[config.mk]
export PLATFORM = sky130hd
export DESIGN_NAME = servo_axis_command_sequencer
export DESIGN_NICKNAME = d
export VERILOG_FILES = /design/src/design/servo_axis_pkg.sv /design/src/design/servo_axis_command_sequencer.sv
export SDC_FILE = /design/constraint.sdc
export NUM_CORES = 1
export LEC_CHECK = 0
export BUFFER_PORTS_ARGS = -buffer_cell sky130_fd_sc_hd__buf_2
export CORE_MARGIN = 4
export CORE_UTILIZATION = 35
export DETAILED_ROUTE_END_ITERATION = 8
export GPL_TIMING_DRIVEN = 1
export SLEW_MARGIN = 20
export SYNTH_ARGS = -nofsm -noshare
export SYNTH_HDL_FRONTEND = slang
export SYNTH_SLANG_ARGS = --single-unit
export TNS_END_PERCENT = 20
[constraint.sdc]
create_clock -name clk -period 6.6 [get_ports clk]
set_input_delay 1.32 -clock clk [delete_from_list [all_inputs] [get_ports clk]]
set_output_delay 1.32 -clock clk [all_outputs]
set_load 0.01 [all_outputs]
[src/design/servo_axis_pkg.sv]
// Package of constants, encodings and carrier types for the servo axis command sequencer.
package servo_axis_pkg;

  // ----------------------------------------------------------------
  // Command codes
  // ----------------------------------------------------------------
  localparam logic [7:0] CMD_NONE = 8'h00;
  localparam logic [7:0] CMD_ENCODER_POWER_ON = 8'h23;
  localparam logic [7:0] CMD_MOTOR_POWER_OFF = 8'h32;
  localparam logic [7:0] CMD_MOTOR_POWER_ON = 8'h31;

  // ----------------------------------------------------------------
  // Limits, thresholds and reset values
  // ----------------------------------------------------------------
  localparam logic [3:0] COMM_ALARM_LIMIT = 4'h8;
  localparam logic signed [31:0] ORIGIN_OFFSET_MAX = 32'sh3FFFFFFF;
  localparam logic signed [31:0] ORIGIN_OFFSET_MIN = -32'sh3FFFFFFF;
  localparam logic signed [31:0] ORIGIN_OFFSET_RESET = 32'sh00000000;
  localparam logic [3:0] MOTOR_TYPE_RESET = 4'h0;
  localparam logic [3:0] WINDING_RESET = 4'h0;
  localparam logic [3:0] ENCODER_TYPE_RESET = 4'h0;
  localparam logic [3:0] MOTOR_TYPE_MAX = 4'h5;
  localparam logic [3:0] WINDING_MAX = 4'h1;
  localparam logic [3:0] ENCODER_TYPE_MAX = 4'h2;

  // ----------------------------------------------------------------
  // Timing counts
  // ----------------------------------------------------------------
  localparam int ENC_WAIT_NS = 1000;
  localparam int CLK_PERIOD_NS = 5;
  localparam int ENC_WAIT_CYC = (ENC_WAIT_NS + CLK_PERIOD_NS - 1) / CLK_PERIOD_NS;
  localparam int FILTER_SHIFT_MAX = 15;

  // ----------------------------------------------------------------
  // Motor type, encoder type and filter select encodings
  // ----------------------------------------------------------------
  typedef enum logic [3:0] {
    MOTOR_SERVO = 4'h0,
    MOTOR_SPM_SPINDLE = 4'h1,
    MOTOR_INDUCTION_SERVO = 4'h2,
    MOTOR_SPINDLE = 4'h3,
    MOTOR_IPM_SERVO = 4'h4,
    MOTOR_IPM_SPINDLE = 4'h5
  } motor_type_t;

  typedef enum logic [3:0] {
    ENC_SERIAL_SERVO = 4'h0,
    ENC_PULSE_SPINDLE = 4'h1,
    ENC_SERIAL_SPINDLE = 4'h2
  } encoder_type_t;

  typedef enum logic [1:0] {
    FILTER_EXPONENTIAL = 2'h0,
    FILTER_MOVING_AVG = 2'h1
  } filter_sel_t;

  // ----------------------------------------------------------------
  // Carriers
  // ----------------------------------------------------------------
  typedef struct packed {
    logic positionValidFlag;
    logic mainPowerPresentFlag;
    logic motorReadyFlag;
    logic motorEnergized;
    logic dynamicBrake;
  } axis_status_t;

  typedef struct packed {
    logic [3:0] commAlarmCode;
    logic deviceAlarmFlag;
    logic safetyStopFlag;
    logic paramsInitialized;
  } alarm_in_t;

endpackage

[src/design/servo_axis_command_sequencer.sv]
// Status and command sequencing logic of one servo amplifier axis.
//
// Notes on behaviour
// - Encoder power-on completion echoes code 23 hex and sets command done.
// - Position-valid is 1 on successful acquisition, 0 when acquisition failed.
// - Incremental encoder axis reports position zero, acquires nothing.
// - Absolute axis coordinates equal detected position plus origin offset.
// - Origin offset accepted within plus/minus 1073741823, default 0, immediate.
// - Main-power-present is 1 when control and main circuit power present.
// - Motor-ready is 1 when main power present and position valid.
// - Motor-ready forced 0 by alarms, power off, no position, safety stop, init.
// - Host sends motor power-on only on ready; device then energizes motor.
// - Power-off while rotating stops non-spindle axes with the dynamic brake.
// - No electronic gear; references are taken in encoder pulse units.
// - Motor type digit 0..5, winding digit 0..1, defaults 0.
// - Encoder type digit 0..2, default 0.
// - Two selectable acceleration filters act on position references.
`timescale 1ns/1ps
`default_nettype none

module servo_axis_command_sequencer (
  input wire logic clk,
  input wire logic reset,
  input wire logic cmdValid,
  input wire logic [7:0] cmdCode,
  input wire logic signed [31:0] targetPosition,
  input wire logic [1:0] filterSelect,
  input wire logic [3:0] filterShift,
  input wire logic originOffsetWrite,
  input wire logic signed [31:0] originOffsetValue,
  input wire logic [3:0] motorTypeValue,
  input wire logic [3:0] windingValue,
  input wire logic [3:0] encoderTypeValue,
  input wire logic typeWrite,
  input wire logic encDone,
  input wire logic encOk,
  input wire logic signed [31:0] encAbsPosition,
  input wire logic controlPowerIn,
  input wire logic mainPowerIn,
  input wire logic hardwireBaseblockInput,
  input wire logic motorRotatingIn,
  input wire logic [3:0] commAlarmCode,
  input wire logic deviceAlarmFlag,
  input wire logic paramsInitialized,
  output logic [7:0] responseCommandCode,
  output logic commandDoneFlag,
  output logic encoderPowerEnable,
  output servo_axis_pkg::axis_status_t axisStatus,
  output logic safetyStopFlag,
  output logic signed [31:0] commandPosition,
  output logic signed [31:0] feedbackPosition,
  output logic signed [31:0] filteredReference,
  output logic signed [31:0] originOffsetSetting,
  output logic [3:0] motorTypeSetting,
  output logic [3:0] windingSetting,
  output logic [3:0] encoderTypeSetting
);

  typedef enum logic [1:0] {
    SEQ_IDLE = 2'b00,
    SEQ_ENC_WAIT = 2'b01,
    SEQ_DONE = 2'b10
  } seq_state_t;

  seq_state_t state_r;
  logic [1:0] pinSync1_r;
  logic [1:0] pinSync2_r;
  logic rotSync1_r;
  logic rotSync2_r;
  logic hwSync1_r;
  logic hwSync2_r;
  logic spindleAxis;
  logic incrementalAxis;
  logic readyCond;
  logic signed [31:0] filtAcc_r;
  logic signed [31:0] avgPrev_r;
  logic signed [31:0] expStep;
  logic posValid_r;
  logic powerFlag_r;
  logic ready_r;
  logic energized_r;
  logic brake_r;

  // ----------------------------------------------------------------
  // Pin synchronisers
  // ----------------------------------------------------------------

  // Power, baseblock and rotation pins come from outside the clock domain.
  always_ff @(posedge clk) begin
    if (reset) begin
      pinSync1_r <= 2'b00;
      pinSync2_r <= 2'b00;
      rotSync1_r <= 1'b0;
      rotSync2_r <= 1'b0;
      hwSync1_r <= 1'b0;
      hwSync2_r <= 1'b0;
    end else begin
      pinSync1_r <= {controlPowerIn, mainPowerIn};
      pinSync2_r <= pinSync1_r;
      rotSync1_r <= motorRotatingIn;
      rotSync2_r <= rotSync1_r;
      hwSync1_r <= hardwireBaseblockInput;
      hwSync2_r <= hwSync1_r;
    end
  end

  // Spindle motor types mark a spindle axis; any encoder but the serial servo encoder marks an incremental axis.
  assign spindleAxis = (motorTypeSetting == servo_axis_pkg::MOTOR_SPM_SPINDLE)
    || (motorTypeSetting == servo_axis_pkg::MOTOR_SPINDLE)
    || (motorTypeSetting == servo_axis_pkg::MOTOR_IPM_SPINDLE);
  assign incrementalAxis = (encoderTypeSetting != servo_axis_pkg::ENC_SERIAL_SERVO);

  // Ready needs power and position, and no blocking condition at all.
  assign readyCond = axisStatus.mainPowerPresentFlag && axisStatus.positionValidFlag
    && (commAlarmCode < servo_axis_pkg::COMM_ALARM_LIMIT) && !deviceAlarmFlag
    && !safetyStopFlag && !paramsInitialized;

  // ----------------------------------------------------------------
  // Configuration settings
  // ----------------------------------------------------------------

  // Offset writes take effect at once; out-of-range values are ignored.
  always_ff @(posedge clk) begin
    if (reset) begin
      originOffsetSetting <= servo_axis_pkg::ORIGIN_OFFSET_RESET;
    end else if (originOffsetWrite && (originOffsetValue <= servo_axis_pkg::ORIGIN_OFFSET_MAX)
        && (originOffsetValue >= servo_axis_pkg::ORIGIN_OFFSET_MIN)) begin
      originOffsetSetting <= originOffsetValue;
    end
  end

  // Each digit keeps its old value when the written code is undefined.
  always_ff @(posedge clk) begin
    if (reset) begin
      motorTypeSetting <= servo_axis_pkg::MOTOR_TYPE_RESET;
      windingSetting <= servo_axis_pkg::WINDING_RESET;
      encoderTypeSetting <= servo_axis_pkg::ENCODER_TYPE_RESET;
    end else if (typeWrite) begin
      if (motorTypeValue <= servo_axis_pkg::MOTOR_TYPE_MAX) begin
        motorTypeSetting <= motorTypeValue;
      end
      if (windingValue <= servo_axis_pkg::WINDING_MAX) begin
        windingSetting <= windingValue;
      end
      if (encoderTypeValue <= servo_axis_pkg::ENCODER_TYPE_MAX) begin
        encoderTypeSetting <= encoderTypeValue;
      end
    end
  end

  // ----------------------------------------------------------------
  // Encoder power-on sequence
  // ----------------------------------------------------------------

  // The encoder interface reports completion on encDone; its timing is external.
  always_ff @(posedge clk) begin
    if (reset) begin
      state_r <= SEQ_IDLE;
      responseCommandCode <= servo_axis_pkg::CMD_NONE;
      commandDoneFlag <= 1'b0;
      encoderPowerEnable <= 1'b0;
      posValid_r <= 1'b0;
      commandPosition <= 32'sh00000000;
      feedbackPosition <= 32'sh00000000;
    end else begin
      case (state_r)
        SEQ_IDLE: begin
          if (cmdValid) begin
            responseCommandCode <= cmdCode;
            commandDoneFlag <= (cmdCode != servo_axis_pkg::CMD_ENCODER_POWER_ON);
            if (cmdCode == servo_axis_pkg::CMD_ENCODER_POWER_ON) begin
              encoderPowerEnable <= 1'b1;
              if (incrementalAxis) begin
                // Incremental axes skip acquisition and start from zero.
                commandPosition <= 32'sh00000000;
                feedbackPosition <= 32'sh00000000;
                posValid_r <= 1'b1;
                commandDoneFlag <= 1'b1;
                state_r <= SEQ_DONE;
              end else begin
                posValid_r <= 1'b0;
                state_r <= SEQ_ENC_WAIT;
              end
            end
          end
        end
        SEQ_ENC_WAIT: begin
          if (encDone) begin
            commandDoneFlag <= 1'b1;
            posValid_r <= encOk;
            if (encOk) begin
              commandPosition <= 32'(encAbsPosition + originOffsetSetting);
              feedbackPosition <= 32'(encAbsPosition + originOffsetSetting);
            end
            state_r <= SEQ_DONE;
          end
        end
        SEQ_DONE: begin
          // Later commands are answered but keep the acquired position.
          if (cmdValid) begin
            responseCommandCode <= cmdCode;
            commandDoneFlag <= 1'b1;
          end
          if (cmdValid && (cmdCode == servo_axis_pkg::CMD_ENCODER_POWER_ON)) begin
            responseCommandCode <= servo_axis_pkg::CMD_ENCODER_POWER_ON;
          end else if (!incrementalAxis && !pinSync2_r[1]) begin
            posValid_r <= 1'b0;
            encoderPowerEnable <= 1'b0;
            state_r <= SEQ_IDLE;
          end
        end
        default: begin
          state_r <= SEQ_IDLE;
        end
      endcase
    end
  end

  // ----------------------------------------------------------------
  // Power status and motor energizing
  // ----------------------------------------------------------------

  // A power-off with the motor turning brakes feed axes but lets spindles coast.
  always_ff @(posedge clk) begin
    if (reset) begin
      powerFlag_r <= 1'b0;
      ready_r <= 1'b0;
      energized_r <= 1'b0;
      brake_r <= 1'b0;
      safetyStopFlag <= 1'b0;
    end else begin
      powerFlag_r <= pinSync2_r[1] && pinSync2_r[0];
      ready_r <= readyCond;
      safetyStopFlag <= !hwSync2_r;
      if (!readyCond) begin
        energized_r <= 1'b0;
      end else if (cmdValid && (cmdCode == servo_axis_pkg::CMD_MOTOR_POWER_ON)) begin
        energized_r <= 1'b1;
        brake_r <= 1'b0;
      end
      if (cmdValid && (cmdCode == servo_axis_pkg::CMD_MOTOR_POWER_OFF)) begin
        energized_r <= 1'b0;
        brake_r <= rotSync2_r && !spindleAxis;
      end else if (brake_r && !rotSync2_r) begin
        brake_r <= 1'b0;
      end
    end
  end

  // Each status bit is its own flop so that only one process writes it.
  assign axisStatus = {posValid_r, powerFlag_r, ready_r, energized_r, brake_r};

  // ----------------------------------------------------------------
  // Position reference filters
  // ----------------------------------------------------------------

  // The reference is already in encoder pulses, so no gear is applied.
  assign expStep = (targetPosition - filtAcc_r) >>> filterShift;

  // The moving average is a two-tap form, cheap but with a fixed short window.
  always_ff @(posedge clk) begin
    if (reset) begin
      filtAcc_r <= 32'sh00000000;
      avgPrev_r <= 32'sh00000000;
      filteredReference <= 32'sh00000000;
    end else begin
      avgPrev_r <= targetPosition;
      if (filterSelect == servo_axis_pkg::FILTER_EXPONENTIAL) begin
        filtAcc_r <= 32'(filtAcc_r + expStep);
        filteredReference <= 32'(filtAcc_r + expStep);
      end else begin
        filtAcc_r <= targetPosition;
        filteredReference <= 32'((64'(targetPosition) + 64'(avgPrev_r)) >>> 1);
      end
    end
  end

endmodule

`default_nettype wire

==> summary.txt <==
CTS
  • Num CTS Buffers: 17
  • Clock Path Buffers: 2
  • Clock sinks: 198
  • TritonCTS clock tree: done
  • Clk_lat worst skew: 0.45 ns
  • Clock-pin slew of the registers on the worst-case setup and hold paths: 0.08 ns
  • H-tree depth: 4
  • Hold_buf cts: 0
  • Clk root buf: clkbuf_16

Setup path
  • Buf+Inv Stages, Crit Path: 4
  • Worst path depth: 27
  • Worst Reg-to-Reg Cells: 26
  • Critical path's slowest cell: a2111oi_2
  • CP required: 6.92 ns
  • Startpoint types: primary input
  • CP startpoint: targetPosition[0]
  • Critical path's top delay family: compound AO/OA/AOI/OAI gates
  • Crit path arrival time: 6.65 ns
  • Crit. End Element: register
  • WS Path Type: primary input to register
  • CP most frequent cell: a21o_1
  • Critical path peak fanout: 4
  • FF-to-FF Start: filtAcc_r[1]$_SDFF_PP0_
  • Crit-path max cell delay: 0.51 ns

Hold path
  • Hold Crit Start: hwSync2_r$_SDFF_PP0_
  • Worst hold path cell count: 1
  • Worst hold path type: register to register

Die
  • IO Pins: 295
  • Die area: 0.04696 mm²
  • Initial Util: 35.39%
  • Num rows: 76
  • Floorplan core area: 0.04308 mm²
  • Die width: 216.7 µm
  • Die Y: 216.7 µm

Synth
  • Area leader, netlist: dfxtp_1
  • Synth warnings: 0
  • Ys async rst share: 0%
  • Synth Cell Area: 0.01524 mm²
  • Post-synth EDFFs: 0
  • Mapped Cells: 1921
  • Yosys reg bits: 198
  • Top post-synthesis cells by count: dfxtp_1, nand2_1, a21oi_1
  • Register area share after synthesis: 26.00%
  • Main synth FF type: dfxtp_1
  • Count leader, synth: dfxtp_1
  • Dominant cells by area after synthesis: dfxtp_1, ha_1, mux2i_1
  • Synth unique cells: 84
  • Syn Area/Cell: 7.936 µm²
  • Mapped Nets: 2196
  • Yosys top cell area share: 26.00%

Route
  • Residual DRC: 0
  • TritonRoute pass-1 iters: 7
  • Final ANT Viol Nets: 0
  • WL/cell: 17.48 µm
  • Via count: 15611
  • DR vias/cell: 5.283
  • Initial drt markers: 923
  • Routed WL: 51640 µm

Power
  • Static Leakage: 9.597 nW
  • Power density over cell area: 282.2 mW/mm²
  • Total power: 5.495 mW
  • Worst VDD drop: 0.1433 mV

Placement
  • DP HPWL: 42190 µm
  • Area post-placement: 0.01868 mm²
  • Setup WS pre-CTS: -0.6980 ns
  • Gp weighted congestion: 0.8952
  • Placed cells: 2918
  • IO buf count: 291

Cells and area
  • Diodes inserted: 0
  • Final Cell Area: 0.01947 mm²
  • Share of cells above drive strength 1: 26.71%
  • Area Growth Syn to Fin: 27.72%
  • Final std cells w/o fill: 2955
  • Nets: 2632

Outcome
  • Status: complete, no violations

STA
  • Worst slew margin: 30.94%
  • Tcrit/Tclk final: 95.94%
  • Final worst path period need: 6.332 ns
  • Setup violators final: 0
  • Slew @ Worst Pin: 1.032 ns
  • Worst-case clock skew: 0.01253 ns
  • PnR worst setup slack: 0.2680 ns
  • Hold Violations, Final: 0
  • Fmax: 0.1579 GHz
  • Setup Total Neg Slack: 0 ns
  • Slew Limit Fails: 0

Flow run
  • Max-cap viol count: 0

Global routing
  • Grt total ovfl: 0
  • All-Layer GR Usage: 21.23%
  • Largest net degree at the start of global routing: 66
  • Initial antenna violation count: 2
  • First-pass GRT wire length: 80720 µm
  • Vias in the first global route: 15310
-- per-stage QoR --
step	hold WS, ns	utilization [%]
3_5_place_dp	0.3866	43.35
3_3_place_gp	0.3767	43.29
5_1_grt	0.3957	45.20
6_report	0.3940	45.20
4_1_cts	0.3927	44.86
2_1_floorplan	0.3627	-
-- timing repair --
action	CTS	global route
gates resized for setup	3	21
setup buffers	0	5
setup endpoints to repair	14	23
pin swaps	0	8
-- cell usage in the layout (no fill, tap or decap), types with 60 or more instances in the layout --
| cell type | count |
|---|---|
| mux2i_1 | 94 |
| buf_4 | 246 |
| a21oi_1 | 169 |
| buf_2 | 290 |
| o21ai_0 | 91 |
| inv_1 | 73 |
| nand2_1 | 191 |
| nor2_1 | 167 |
| dfxtp_1 | 198 |
| ha_1 | 132 |
| nor2b_1 | 60 |
-- area by class of cell --
class | count | area [µm²]
clock buffers | 17 | 425.4
flip-flops and latches | 198 | 3964
multi-input cells | 1530 | 10540
repair buffers | 537 | 3326
inverters | 73 | 274.0
clock inverters | 15 | 212.7
fillers | 4293 | 23610
well taps | 585 | 732.0
-- worst register-to-register path, cell delays in order (launching register included) --
cell       delay (ns)
dfxtp_1          0.44
inv_1            0.07
ha_1             0.27
nor2b_1          0.14
o31a_1           0.29
o21ai_1          0.23
a2111oi_2        0.12
buf_4            0.16
nor4_1           0.34
buf_4            0.18
nor3_1           0.05
or3_1            0.36
o311a_1          0.13
a211oi_1         0.39
a21oi_1          0.10
ha_1             0.33
and3_1           0.22
nand3_1          0.09
o211ai_1         0.30
o21ai_2          0.12
a2111oi_0        0.55
buf_4            0.23
o41ai_4          0.08
a21oi_1          0.20
xor2_1           0.17
nand2_1          0.09
o21ai_0          0.09
-- metal layers --
| layer | GRT usage (%) | vias up | share of wire (%) |
|---|---|---|---|
| met4 | 8.065 | 4 | 3.2 |
| met3 | 3.828 | 84 | 5.7 |
| met2 | 35.25 | 466 | 47 |
| met1 | 27.51 | 7269 | 44 |
| met5 | 0 | - | 0.052 |
| li1 | - | 7788 | - |
-- sequential cells by signal, indices dropped and copies added, names as in the netlist --
signal / flops
state_r: 2
commandDoneFlag: 1
ready_r: 1
rotSync1_r: 1
hwSync1_r: 1
pinSync2_r: 2
posValid_r: 1
encoderTypeSetting: 4
filteredReference: 32
filtAcc_r: 32
safetyStopFlag: 1
brake_r: 1
hwSync2_r: 1
encoderPowerEnable: 1
originOffsetSetting: 32
avgPrev_r: 32
feedbackPosition: 32
powerFlag_r: 1
motorTypeSetting: 4
energized_r: 1
pinSync1_r: 2
rotSync2_r: 1
windingSetting: 4
responseCommandCode: 8
-- cells by family after synthesis --
group | Yosys count | share of synthesized area (%)
buffers and inverters | 193 | 5.737
adder cells (fa/ha/maj) | 136 | 11.36
AO/OA/AOI/OAI | 548 | 23.26
flip-flops | 198 | 26.00
AND/OR/NAND/NOR | 643 | 20.32
multiplexers | 108 | 7.863
XOR/XNOR | 95 | 5.458
-- where the power goes --
group | switching [mW] | total (mW) | internal [mW]
clock | 0.533 | 1.12 | 0.583
sequential | 0.0898 | 1.41 | 1.32
combinational | 1.58 | 2.97 | 1.39
total | 2.20 | 5.50 | 3.29
-- worst paths after layout --
| kind | slack (ns) | to |
|---|---|---|
| hold reg to reg | 0.39 | safetyStopFlag$_SDFF_PP0_ |
| hold / removal | 0.39 | safetyStopFlag$_SDFF_PP0_ |
| setup reg to reg | 0.79 | filteredReference[30]$_SDFF_PP0_ |
| setup / recovery | 0.27 | filteredReference[26]$_SDFF_PP0_ |
(Power assumes the default switching activity.)
